`src/shared/fpes_pkg.sv`:
```
// Shared constants and types of the flash program/erase sequencer and its host
// Behaviour
// - Bank erase leaves every bank bit one
// - Bank erase is setup 80h then D0h
// - Status bit 7 is ready, zero busy
// - Erase suspend sets bits 7 and 6
// - Bit 5 flags a bad command sequence
// - Bit 4 flags failed word program
// - Supply lockout sampled at start, bit 3
// - Program suspend sets bits 7 and 2
// - Protected target sets bit 1, aborts
// - Program is setup 40h/10h then data
// - One bank programs or is suspended, other reads
// - Busy bank reads return status
// - One onto zero: fail high, ignore normal
// - Reset pin low aborts running program
// - Error bits sticky until clear command
// - Busy bank takes only status and suspend
// - Per-block pin, lock, protect state
// - Blocks start protected and unlocked
// - Protect, unprotect, lock; 011 ignores all
// - Pin change moves pin bit; locks forced
// - Bad erase confirm sets bits 4, 5
`default_nettype none
package fpes_pkg;
	localparam int ADDR_W   = 4;
	localparam int DATA_W   = 16;
	localparam int NBANK    = 2;
	localparam int NBLK     = 4;
	localparam int DEPTH    = 16;
	localparam int BANK_BIT = 3;
	localparam int BLK_LSB  = 2;
	localparam int CNT_W    = 12;
	localparam logic [7:0] CMD_READ_ARRAY  = 8'hFF;
	localparam logic [7:0] CMD_STATUS_READ = 8'h70;
	localparam logic [7:0] CMD_SIG_READ    = 8'h90;
	localparam logic [7:0] CMD_STATUS_CLR  = 8'h50;
	localparam logic [7:0] CMD_BANK_ERASE  = 8'h80;
	localparam logic [7:0] CMD_CONFIRM     = 8'hD0;
	localparam logic [7:0] CMD_PROG_A      = 8'h40;
	localparam logic [7:0] CMD_PROG_B      = 8'h10;
	localparam logic [7:0] CMD_SUSPEND     = 8'hB0;
	localparam logic [7:0] CMD_PROT_SETUP  = 8'h60;
	localparam logic [7:0] CMD_PROTECT     = 8'h01;
	localparam logic [7:0] CMD_LOCK        = 8'h2F;
	localparam logic [1:0] SIG_PROT_WORD   = 2'h2;
	localparam int PROG_TIME_US  = 10;
	localparam int ERASE_TIME_US = 20;
	localparam int CLK_MHZ       = 125;
	localparam int PROG_CYC      = PROG_TIME_US * CLK_MHZ;
	localparam int ERASE_CYC     = ERASE_TIME_US * CLK_MHZ;
	localparam logic [NBLK-1:0] RST_PROT = 4'hF;
	localparam logic [NBLK-1:0] RST_LOCK = 4'h0;
	localparam logic [7:0] OFS_LINK_ADDR = 8'h00;
	localparam logic [7:0] OFS_LINK_DATA = 8'h04;
	localparam logic [7:0] OFS_CTRL      = 8'h08;
	localparam logic [7:0] OFS_STAT      = 8'h0C;
	localparam int CTRL_GO    = 0;
	localparam int CTRL_WRITE = 1;
	localparam int CTRL_RP    = 2;
	typedef enum logic [3:0] {
		P_NONE  = 4'h1,
		P_ERASE = 4'h2,
		P_PROG  = 4'h4,
		P_PROT  = 4'h8
	} fpes_pend_t;
	typedef enum logic [2:0] {
		M_ARRAY  = 3'h1,
		M_STATUS = 3'h2,
		M_SIG    = 3'h4
	} fpes_mode_t;
	typedef enum logic [4:0] {
		E_IDLE  = 5'h01,
		E_PROG  = 5'h02,
		E_ERASE = 5'h04,
		E_PSUSP = 5'h08,
		E_ESUSP = 5'h10
	} fpes_eng_t;
	typedef enum logic [1:0] {
		H_IDLE = 2'h1,
		H_WAIT = 2'h2
	} fpes_host_t;
endpackage
`default_nettype wire

```
`src/shared/fpes_link_if.sv`:
```
// Bus-cycle link between the flash command interface and its controller
`timescale 1ns/10ps
`default_nettype none
interface fpes_link_if;
	logic                          cyc_valid;
	logic                          cyc_write;
	logic [fpes_pkg::ADDR_W-1:0]   cyc_addr;
	logic [fpes_pkg::DATA_W-1:0]   cyc_wdata;
	logic [fpes_pkg::DATA_W-1:0]   cyc_rdata;
	logic                          cyc_ack;
	logic                          rp_n;
	modport dev (
		input  cyc_valid,
		input  cyc_write,
		input  cyc_addr,
		input  cyc_wdata,
		input  rp_n,
		output cyc_rdata,
		output cyc_ack
	);
	modport host (
		output cyc_valid,
		output cyc_write,
		output cyc_addr,
		output cyc_wdata,
		output rp_n,
		input  cyc_rdata,
		input  cyc_ack
	);
endinterface
`default_nettype wire

```
`src/rtl/fpes_device.sv`:
```
// Flash command interface, program/erase engine, status and block protection
//
// Our own choices: the APB register port and the address map.
`timescale 1ns/10ps
`default_nettype none
module fpes_device #(
	parameter int PROG_CYC  = fpes_pkg::PROG_CYC,
	parameter int ERASE_CYC = fpes_pkg::ERASE_CYC
) (
	fpes_link_if.dev                     link,
	input  wire logic                    pclk,
	input  wire logic                    presetn,
	input  wire logic                    wp_pin,
	input  wire logic                    vpp_low_pin,
	input  wire logic                    vpp_high_pin,
	output logic [fpes_pkg::NBANK-1:0]   bank_ready
);
	import fpes_pkg::*;

	function automatic logic bank_of(input logic [ADDR_W-1:0] a);
		return a[BANK_BIT];
	endfunction

	function automatic logic [NBANK-1:0] sel_of(input logic b);
		return NBANK'(1) << b;
	endfunction

	////////////////////////////////////////////////////////////////////////////////
	logic [2:0]        wp_sync_reg;
	logic [2:0]        lo_sync_reg;
	logic [2:0]        hi_sync_reg;
	logic              wp_reg;
	logic              wp_prev_reg;
	logic              vpp_low_reg;
	logic              vpp_high_reg;
	logic [DATA_W-1:0] mem_reg [DEPTH];
	logic [NBLK-1:0]   prot_reg;
	logic [NBLK-1:0]   lock_reg;
	logic [NBLK-1:0]   saved_reg;
	logic [NBANK-1:0]  ef_reg;
	logic [NBANK-1:0]  pf_reg;
	logic [NBANK-1:0]  lo_reg;
	logic [NBANK-1:0]  bp_reg;
	fpes_pend_t        pend_reg [NBANK];
	fpes_mode_t        mode_reg [NBANK];
	fpes_eng_t         eng_reg;
	logic              eng_bank_reg;
	logic [ADDR_W-1:0] eng_addr_reg;
	logic [DATA_W-1:0] eng_data_reg;
	logic [CNT_W-1:0]  cnt_reg;
	logic [DATA_W-1:0] rdata_reg;
	logic              ack_reg;
	logic [NBANK-1:0]  ready_reg;

	// Pins settle through three stages; a level counts once the last two agree
	always_ff @(posedge pclk or negedge presetn) begin
		if (!presetn) begin
			wp_sync_reg <= 3'h0;
			lo_sync_reg <= 3'h0;
			hi_sync_reg <= 3'h0;
			wp_reg <= 1'b0;
			vpp_low_reg <= 1'b0;
			vpp_high_reg <= 1'b0;
			wp_prev_reg <= 1'b0;
		end else begin
			wp_sync_reg <= {wp_sync_reg[1:0], wp_pin};
			lo_sync_reg <= {lo_sync_reg[1:0], vpp_low_pin};
			hi_sync_reg <= {hi_sync_reg[1:0], vpp_high_pin};
			if (wp_sync_reg[2] == wp_sync_reg[1])
				wp_reg <= wp_sync_reg[2];
			if (lo_sync_reg[2] == lo_sync_reg[1])
				vpp_low_reg <= lo_sync_reg[2];
			if (hi_sync_reg[2] == hi_sync_reg[1])
				vpp_high_reg <= hi_sync_reg[2];
			wp_prev_reg <= wp_reg;
		end
	end

	////////////////////////////////////////////////////////////////////////////////
	logic              wr;
	logic              wb;
	logic [1:0]        blk;
	logic [7:0]        cmd;
	logic              run_here;
	logic              susp_here;
	logic              eng_idle;
	logic              start_prog;
	logic              start_erase;
	logic              do_susp;
	logic              do_resume;
	logic              seq_err;
	logic              set_lo;
	logic              set_bp;
	logic              clr;
	logic [2:0]        prot_op;
	logic              pend_we;
	logic              mode_we;
	fpes_pend_t        pend_next;
	fpes_mode_t        mode_next;

	assign wr = link.cyc_valid && link.cyc_write && link.rp_n;
	assign wb = bank_of(link.cyc_addr);
	assign blk = link.cyc_addr[ADDR_W-1:BLK_LSB];
	assign cmd = link.cyc_wdata[7:0];
	assign eng_idle = (eng_reg == E_IDLE);
	assign run_here = (eng_reg == E_PROG || eng_reg == E_ERASE) && eng_bank_reg == wb;
	assign susp_here = (eng_reg == E_PSUSP || eng_reg == E_ESUSP) && eng_bank_reg == wb;

	always_comb begin
		start_prog = 1'b0;
		start_erase = 1'b0;
		do_susp = 1'b0;
		do_resume = 1'b0;
		seq_err = 1'b0;
		set_lo = 1'b0;
		set_bp = 1'b0;
		clr = 1'b0;
		prot_op = 3'h0;
		pend_we = 1'b0;
		mode_we = 1'b0;
		pend_next = P_NONE;
		mode_next = M_STATUS;
		if (wr && run_here) begin
			if (cmd == CMD_STATUS_READ)
				mode_we = 1'b1;
			else if (cmd == CMD_SUSPEND)
				do_susp = 1'b1;
		end else if (wr) begin
			pend_we = 1'b1;
			case (pend_reg[wb])
				P_ERASE: begin
					mode_we = 1'b1;
					if (cmd != CMD_CONFIRM)
						seq_err = 1'b1;
					else if (!eng_idle)
						seq_err = 1'b0;
					else if (vpp_low_reg)
						set_lo = 1'b1;
					else if (|(prot_reg & (wb ? 4'hC : 4'h3)))
						set_bp = 1'b1;
					else
						start_erase = 1'b1;
				end
				P_PROG: begin
					mode_we = 1'b1;
					if (!eng_idle)
						seq_err = 1'b0;
					else if (vpp_low_reg)
						set_lo = 1'b1;
					else if (prot_reg[blk])
						set_bp = 1'b1;
					else
						start_prog = 1'b1;
				end
				P_PROT: begin
					if (cmd == CMD_PROTECT)
						prot_op = 3'h1;
					else if (cmd == CMD_CONFIRM)
						prot_op = 3'h2;
					else if (cmd == CMD_LOCK)
						prot_op = 3'h4;
					else
						seq_err = 1'b1;
				end
				default: begin
					case (cmd)
						CMD_BANK_ERASE: pend_next = eng_idle ? P_ERASE : P_NONE;
						CMD_PROG_A, CMD_PROG_B: pend_next = P_PROG;
						CMD_PROT_SETUP: pend_next = P_PROT;
						CMD_STATUS_CLR: begin
							clr = 1'b1;
							mode_we = 1'b1;
							mode_next = M_ARRAY;
						end
						CMD_READ_ARRAY: begin
							mode_we = 1'b1;
							mode_next = M_ARRAY;
						end
						CMD_STATUS_READ: mode_we = 1'b1;
						CMD_SIG_READ: begin
							mode_we = 1'b1;
							mode_next = M_SIG;
						end
						CMD_CONFIRM: begin
							do_resume = susp_here;
							mode_we = susp_here;
						end
						default: pend_next = P_NONE;
					endcase
				end
			endcase
		end
	end

	always_ff @(posedge pclk or negedge presetn) begin
		if (!presetn) begin
			for (int b = 0; b < NBANK; b++) begin
				pend_reg[b] <= P_NONE;
				mode_reg[b] <= M_ARRAY;
			end
		end else if (!link.rp_n) begin
			for (int b = 0; b < NBANK; b++) begin
				pend_reg[b] <= P_NONE;
				mode_reg[b] <= M_ARRAY;
			end
		end else begin
			if (pend_we)
				pend_reg[wb] <= pend_next;
			if (mode_we)
				mode_reg[wb] <= mode_next;
		end
	end

	////////////////////////////////////////////////////////////////////////////////
	logic cnt_zero;
	logic prog_done;
	logic erase_done;
	logic prog_fail;

	assign cnt_zero = (cnt_reg == '0);
	assign prog_done = eng_reg == E_PROG && cnt_zero && !do_susp;
	assign erase_done = eng_reg == E_ERASE && cnt_zero && !do_susp;
	// A one over a programmed zero fails only at the high level, else it is dropped
	assign prog_fail = vpp_high_reg && |(eng_data_reg & ~mem_reg[eng_addr_reg]);

	always_ff @(posedge pclk or negedge presetn) begin
		if (!presetn) begin
			eng_reg <= E_IDLE;
			eng_bank_reg <= 1'b0;
			eng_addr_reg <= '0;
			eng_data_reg <= '0;
			cnt_reg <= '0;
		end else if (!link.rp_n) begin
			eng_reg <= E_IDLE;
		end else begin
			case (eng_reg)
				E_IDLE: begin
					if (start_prog || start_erase) begin
						eng_reg <= start_prog ? E_PROG : E_ERASE;
						eng_bank_reg <= wb;
						eng_addr_reg <= link.cyc_addr;
						eng_data_reg <= link.cyc_wdata;
						cnt_reg <= start_prog ? CNT_W'(PROG_CYC - 1) : CNT_W'(ERASE_CYC - 1);
					end
				end
				E_PROG, E_ERASE: begin
					if (do_susp)
						eng_reg <= (eng_reg == E_PROG) ? E_PSUSP : E_ESUSP;
					else if (cnt_zero)
						eng_reg <= E_IDLE;
					else
						cnt_reg <= cnt_reg - CNT_W'(1);
				end
				E_PSUSP: if (do_resume) eng_reg <= E_PROG;
				E_ESUSP: if (do_resume) eng_reg <= E_ERASE;
				default: eng_reg <= E_IDLE;
			endcase
		end
	end

	// Erase writes ones itself, so no pre-programming pass is needed from outside
	always_ff @(posedge pclk or negedge presetn) begin
		if (!presetn) begin
			for (int i = 0; i < DEPTH; i++)
				mem_reg[i] <= '1;
		end else if (prog_done) begin
			mem_reg[eng_addr_reg] <= mem_reg[eng_addr_reg] & eng_data_reg;
		end else if (erase_done) begin
			for (int i = 0; i < DEPTH; i++)
				if (bank_of(ADDR_W'(i)) == eng_bank_reg)
					mem_reg[i] <= '1;
		end
	end

	////////////////////////////////////////////////////////////////////////////////
	logic [NBANK-1:0] wsel;
	logic [NBANK-1:0] clr_sel;

	assign wsel = sel_of(wb);
	assign clr_sel = {NBANK{clr}} & wsel;

	// Set is applied after clear, so an event in the clearing cycle survives
	always_ff @(posedge pclk or negedge presetn) begin
		if (!presetn) begin
			ef_reg <= '0;
			pf_reg <= '0;
			lo_reg <= '0;
			bp_reg <= '0;
			ready_reg <= '1;
		end else begin
			ef_reg <= (ef_reg & ~clr_sel) | ({NBANK{seq_err}} & wsel);
			pf_reg <= (pf_reg & ~clr_sel) | ({NBANK{seq_err}} & wsel)
				| ({NBANK{prog_done && prog_fail}} & sel_of(eng_bank_reg));
			lo_reg <= (lo_reg & ~clr_sel) | ({NBANK{set_lo}} & wsel);
			bp_reg <= (bp_reg & ~clr_sel) | ({NBANK{set_bp}} & wsel);
			for (int b = 0; b < NBANK; b++)
				ready_reg[b] <= !((eng_reg == E_PROG || eng_reg == E_ERASE)
					&& eng_bank_reg == b[0]);
		end
	end

	function automatic logic [7:0] status_of(input logic b);
		logic run;
		logic own;
		run = eng_reg == E_PROG || eng_reg == E_ERASE;
		own = eng_bank_reg == b;
		return {!(run && own), eng_reg == E_ESUSP && own, ef_reg[b], pf_reg[b],
			lo_reg[b], eng_reg == E_PSUSP && own, bp_reg[b], 1'b0};
	endfunction

	////////////////////////////////////////////////////////////////////////////////
	// Pin edges move the pin bit; locked blocks are forced protected while low
	always_ff @(posedge pclk or negedge presetn) begin
		if (!presetn) begin
			prot_reg <= RST_PROT;
			lock_reg <= RST_LOCK;
			saved_reg <= RST_PROT;
		end else begin
			for (int k = 0; k < NBLK; k++) begin
				if (lock_reg[k] && wp_prev_reg && !wp_reg) begin
					saved_reg[k] <= prot_reg[k];
					prot_reg[k] <= 1'b1;
				end else if (lock_reg[k] && !wp_prev_reg && wp_reg) begin
					prot_reg[k] <= saved_reg[k];
				end
			end
			if (prot_op != 3'h0 && !(lock_reg[blk] && !wp_reg)) begin
				prot_reg[blk] <= !prot_op[1];
				if (prot_op[2])
					lock_reg[blk] <= 1'b1;
			end
		end
	end

	////////////////////////////////////////////////////////////////////////////////
	logic              rb;
	logic [DATA_W-1:0] rd_val;

	assign rb = bank_of(link.cyc_addr);

	always_comb begin
		rd_val = mem_reg[link.cyc_addr];
		if (mode_reg[rb] == M_STATUS || ((eng_reg == E_PROG || eng_reg == E_ERASE)
				&& eng_bank_reg == rb))
			rd_val = {8'h00, status_of(rb)};
		else if (mode_reg[rb] == M_SIG)
			rd_val = (link.cyc_addr[1:0] == SIG_PROT_WORD)
				? {14'h0000, lock_reg[blk], prot_reg[blk]} : 16'h0000;
	end

	always_ff @(posedge pclk or negedge presetn) begin
		if (!presetn) begin
			ack_reg <= 1'b0;
			rdata_reg <= '0;
		end else begin
			ack_reg <= link.cyc_valid;
			rdata_reg <= (link.cyc_valid && !link.cyc_write) ? rd_val : '0;
		end
	end

	assign link.cyc_ack = ack_reg;
	assign link.cyc_rdata = rdata_reg;
	assign bank_ready = ready_reg;
endmodule
`default_nettype wire

```
`src/flat_wrapper.sv`:
```
// flat-port wrapper written by rule: the top's interface ports become plain ports
module fpes_device_flat import fpes_pkg::*;
#(
	parameter int PROG_CYC  = fpes_pkg::PROG_CYC,
	parameter int ERASE_CYC = fpes_pkg::ERASE_CYC
)
  (pclk, presetn, wp_pin, vpp_low_pin, vpp_high_pin, bank_ready, link_cyc_valid, link_cyc_write, link_cyc_addr, link_cyc_wdata, link_rp_n, link_cyc_rdata, link_cyc_ack);
  fpes_link_if link_i ();
  input  wire logic pclk;
  input  wire logic presetn;
  input  wire logic wp_pin;
  input  wire logic vpp_low_pin;
  input  wire logic vpp_high_pin;
  output logic [fpes_pkg::NBANK-1:0] bank_ready;
  input wire logic [$bits(link_i.cyc_valid)-1:0] link_cyc_valid;
  input wire logic [$bits(link_i.cyc_write)-1:0] link_cyc_write;
  input wire logic [$bits(link_i.cyc_addr)-1:0] link_cyc_addr;
  input wire logic [$bits(link_i.cyc_wdata)-1:0] link_cyc_wdata;
  input wire logic [$bits(link_i.rp_n)-1:0] link_rp_n;
  output wire logic [$bits(link_i.cyc_rdata)-1:0] link_cyc_rdata;
  output wire logic [$bits(link_i.cyc_ack)-1:0] link_cyc_ack;
  assign link_i.cyc_valid = link_cyc_valid;
  assign link_i.cyc_write = link_cyc_write;
  assign link_i.cyc_addr = link_cyc_addr;
  assign link_i.cyc_wdata = link_cyc_wdata;
  assign link_i.rp_n = link_rp_n;
  assign link_cyc_rdata = link_i.cyc_rdata;
  assign link_cyc_ack = link_i.cyc_ack;
  fpes_device #(.PROG_CYC(PROG_CYC), .ERASE_CYC(ERASE_CYC)) u_core (.link(link_i), .pclk(pclk), .presetn(presetn), .wp_pin(wp_pin), .vpp_low_pin(vpp_low_pin), .vpp_high_pin(vpp_high_pin), .bank_ready(bank_ready));
endmodule
```
`config.mk`:
```
export PLATFORM = sky130hd
export DESIGN_NAME = fpes_device_flat
export DESIGN_NICKNAME = d
export VERILOG_FILES = /design/src/shared/fpes_pkg.sv /design/src/shared/fpes_link_if.sv /design/src/rtl/fpes_device.sv /design/src/flat_wrapper.sv
export SDC_FILE = /design/constraint.sdc
export NUM_CORES = 1
export LEC_CHECK = 0
export ABC_AREA = 1
export BUFFER_PORTS_ARGS = -buffer_cell sky130_fd_sc_hd__buf_2
export CORE_AREA = 4 4 240 242
export CTS_BUF_LIST = sky130_fd_sc_hd__clkbuf_4 sky130_fd_sc_hd__clkbuf_8 sky130_fd_sc_hd__clkbuf_16
export DETAILED_ROUTE_END_ITERATION = 10
export DIE_AREA = 0 0 244 246
export PLACE_DENSITY = 0.6
export SYNTH_ARGS = -nofsm -noshare
export SYNTH_HDL_FRONTEND = slang
export SYNTH_SLANG_ARGS = --single-unit
export TNS_END_PERCENT = 10
```
`constraint.sdc`:
```
create_clock -name pclk -period 5.9 [get_ports pclk]
set_input_delay 0.59 -clock pclk [delete_from_list [all_inputs] [get_ports pclk]]
set_output_delay 0.59 -clock pclk [all_outputs]
set_load 0.01 [all_outputs]
```
==> flow_summary.yaml <==
run_status:
  run_status: "complete, no violations"
setup_path:
  worst_ep_arrival_time_ns: 4.29
  timing.critical_path.slowest_cell_delay_ns: 0.98
  kind_of_end_point_of_the_critical_path: "flip-flop"
  largest_fanout_on_the_critical_path: 73
  worstPathCellList: "buf_4, o21ai_0, nand2_1, nand2_1, nand2_1, nand2_1, nor2_1, nor2_1, nor2_1, o21ai_0"
  timing.critical_path.required_ns: 6.35
  crit_path_top_delay_cell: "sky130_fd_sc_hd__nor2_1"
  worst-setup-path-type: "reg -> reg"
  cp-start-kind: "flip-flop"
  path_common_cell: "sky130_fd_sc_hd__nand2_1"
cells_and_area:
  largest_reg_flops: 256
  nNetsFinal: 2687
  layout.cells.most_common: "sky130_fd_sc_hd__nand2_1"
  leading_cell_types_in_the_layout_fill_and_taps_excluded: "992 x sky130_fd_sc_hd__nand2_1, 435 x sky130_fd_sc_hd__o21ai_0, 271 x sky130_fd_sc_hd__dfstp_2"
  area_delta_synth_final_pct: 10.7
  drive_gt1_frac: 0.178
  layout.filler_cells: 5714
  fin_area_sq_um: 22000
  area_occupied_by_multi_input_gates_sq_um: 9030
  seq_area_sq_um: 9330
synthesis:
  synthesis.area_sq_um: 19800
  netlist.top_cell.by_area: "sky130_fd_sc_hd__dfstp_2"
  post-synth-top-area-fraction: 0.359
  synth.yosys.seq_area_share: 0.470
  synth_top_cells_by_area: "sky130_fd_sc_hd__dfstp_2 36%, sky130_fd_sc_hd__nand2_1 19%, sky130_fd_sc_hd__dfrtp_1 11%"
  netlist_instances: 2708
  cell_variety_after_synth: 52
  synthesis.yosys.warnings: 0
  yosys_register_bits: 359
  postSynthNetCount: 2737
  avgSynthCellArea_sq_um: 7.32
timing:
  timing_worst_slew_pin_value_ns: 1.31
  setup_viol_count_final: 0
  slew-limit-headroom: 0.126
  timing.fmax_mhz: 260
  tns_ns: 0
  slew_viols_final: 0
  period_share: 0.651
  fin_skew_ns: 0.0300
  finalWorstPathRequiredPeriod_ns: 3.84
  grt_setup_unrepaired: "no"
  hold_violations: 0
cts:
  worst_path_clk_slew_ns: 0.06
  clk_root_buffer_cell: "sky130_fd_sc_hd__clkbuf_16"
  h_tree_depth: 2
  cts_tree: "built"
  clk_path_buf_depth: 3
  clkSinkCount: 359
  post_cts_resized: 0
  tritoncts.num_buffers: 43
  worst_skew_pair_later_pin_latency_ns: 0.59
  cts-hold-fix-buffers: 0
  count_of_buffers_added_by_post_cts_timing_repair_for_setup: 0
route:
  via_per_inst: 5.36
  drt_first_pass_iters: 6
  post-route-drc-count: 0
  vias_post_dr: 18500
  postRouteAntennaNets: 0
  wl_per_cell_um: 19.2
  dr.first_iter.drc_count: 2072
  detail_route.wirelength_mm: 66.0
run:
  cap_violations: 0
floorplan:
  floorplan.core_area_sq_um: 55100
  rows: 86
  floorplan.die.width_um: 244
  floorplan_die_area_sq_um: 60000
  i_o_pins: 47
  die_y_um: 246
  initial_standard_cell_utilization_of_the_core: 0.360
place:
  place.port_buffers: 46
  post_dp_cell_area_sq_um: 20400
  gpl.final_weighted_congestion: 0.903
  detailedPlacementHpwl_mm: 39.4
global_routing:
  largest_net_degree_at_the_start_of_global_routing: 128
  initial_antenna_violation_count: 0
  gr-total-overflow: 0
  grt_util_all_layers: 0.217
  global_route_wire_length_before_repair_mm: 103
  via_count_of_the_first_global_routing_pass: 17700
pwr:
  leakagePower_uw: 0.00953
  irDropWorstVdd_v: 0.000180
  cellPowerDensity_nw_per_um2: 344
min_path:
  hold_path_class: "in -> async"
==> cells in the mapped netlist (all sizes together) <==
cell,number
nor2,202
nor4,2
o22ai,29
ha,1
o2111ai,1
o21ai,546
nand4,15
nor3b,2
o21a,4
clkinv,2
mux2i,3
inv,154
maj3,3
clkbuf,96
nor3,17
mux2,2
a41oi,5
a22o,6
dfrtp,88
or2,1
xor2,7
nand2,997
o31ai,2
a22oi,4
a21oi,62
dfstp,271
o211a,1
nand3b,2
nand3,88
a221oi,5
xnor2,2
o211ai,1
a31oi,3
a32o,1
buf,80
o32ai,2
a32oi,1
==> area by class of cell <==
class / count / share of cell area
flip-flops and latches: 359 / 0.425
clock inverters: 14 / 0.0108
repair buffers: 81 / 0.0242
clock buffers: 65 / 0.0593
diodes: 1 / 0.000114
inverters: 156 / 0.0268
multi-input cells: 2017 / 0.411
well taps: 748 / 0.0426
==> power by group <==
group / leakage, uW / internal (uW) / switching (uW) / total, uW
Sequential: 0.00385 / 3080 / 295 / 3380
Clock: 0.000771 / 1790 / 1100 / 2890
Combinational: 0.00491 / 465 / 825 / 1290
==> cell families (layout without fill, tap and decap cells) <==
kind of cell | count (synthesis) | in the layout | share of synthesized area
compound gates | 673 | 673 | 0.182
flops | 359 | 359 | 0.470
buf+inv | 332 | 316 | 0.0751
fa+ha+maj | 4 | 4 | 0.00215
mux | 5 | 5 | 0.00265
xor+xnor | 9 | 9 | 0.00398
simple gates | 1326 | 1326 | 0.264
other cells | 0 | 1 | 0
==> metal layers <==
metal	share of wire	GRT usage	wire, um
met2	0.46	0.351	30100
met3	0.066	0.0340	4390
met5	0	0	0
met1	0.43	0.290	28600
met4	0.045	0.0928	2970
==> final timing paths <==
kind	from	endpoint	slack [ns]	depth (start not counted)
setup / recovery	u_core.eng_addr_reg[0]	u_core.mem_reg[35]	2.06	10
hold / removal	presetn	u_core.link.cyc_rdata[8]	0.02	1
setup reg to reg	u_core.eng_addr_reg[0]	u_core.mem_reg[35]	2.06	10
hold reg to reg	u_core.lo_sync_reg[0]	u_core.lo_sync_reg[1]	0.33	0
max in group asynchronous	presetn	u_core.eng_addr_reg[0]	4.60	2
min in group pclk	wp_pin	u_core.wp_sync_reg[0]	0.11	1
==> metrics by stage <==
step / power (uW) / setup WS (ns) / utilization / instances / hold WS (ns)
floorplan: 4260 / 3.65 / - / 2708 / 0.294
global placement: 4640 / 2.07 / 0.371 / 3361 / 0.335
detailed placement: 4690 / 2.04 / 0.371 / 3361 / 0.337
CTS: 7600 / 2.17 / 0.398 / 3440 / 0.0853
global route: 7970 / 1.83 / 0.398 / 3440 / 0.0853
finish: 7560 / 2.06 / 0.399 / 3441 / 0.0190
==> critical path, delay by kind of cell, from the launching register on <==
family	cells	cell delay, ns
AO/OA/AOI/OAI	2	0.49
buffers and inverters	1	0.72
flip-flops	1	0.66
AND/OR/NAND/NOR	7	1.80
No activity file was read; power rests on OpenSTA's default activity.
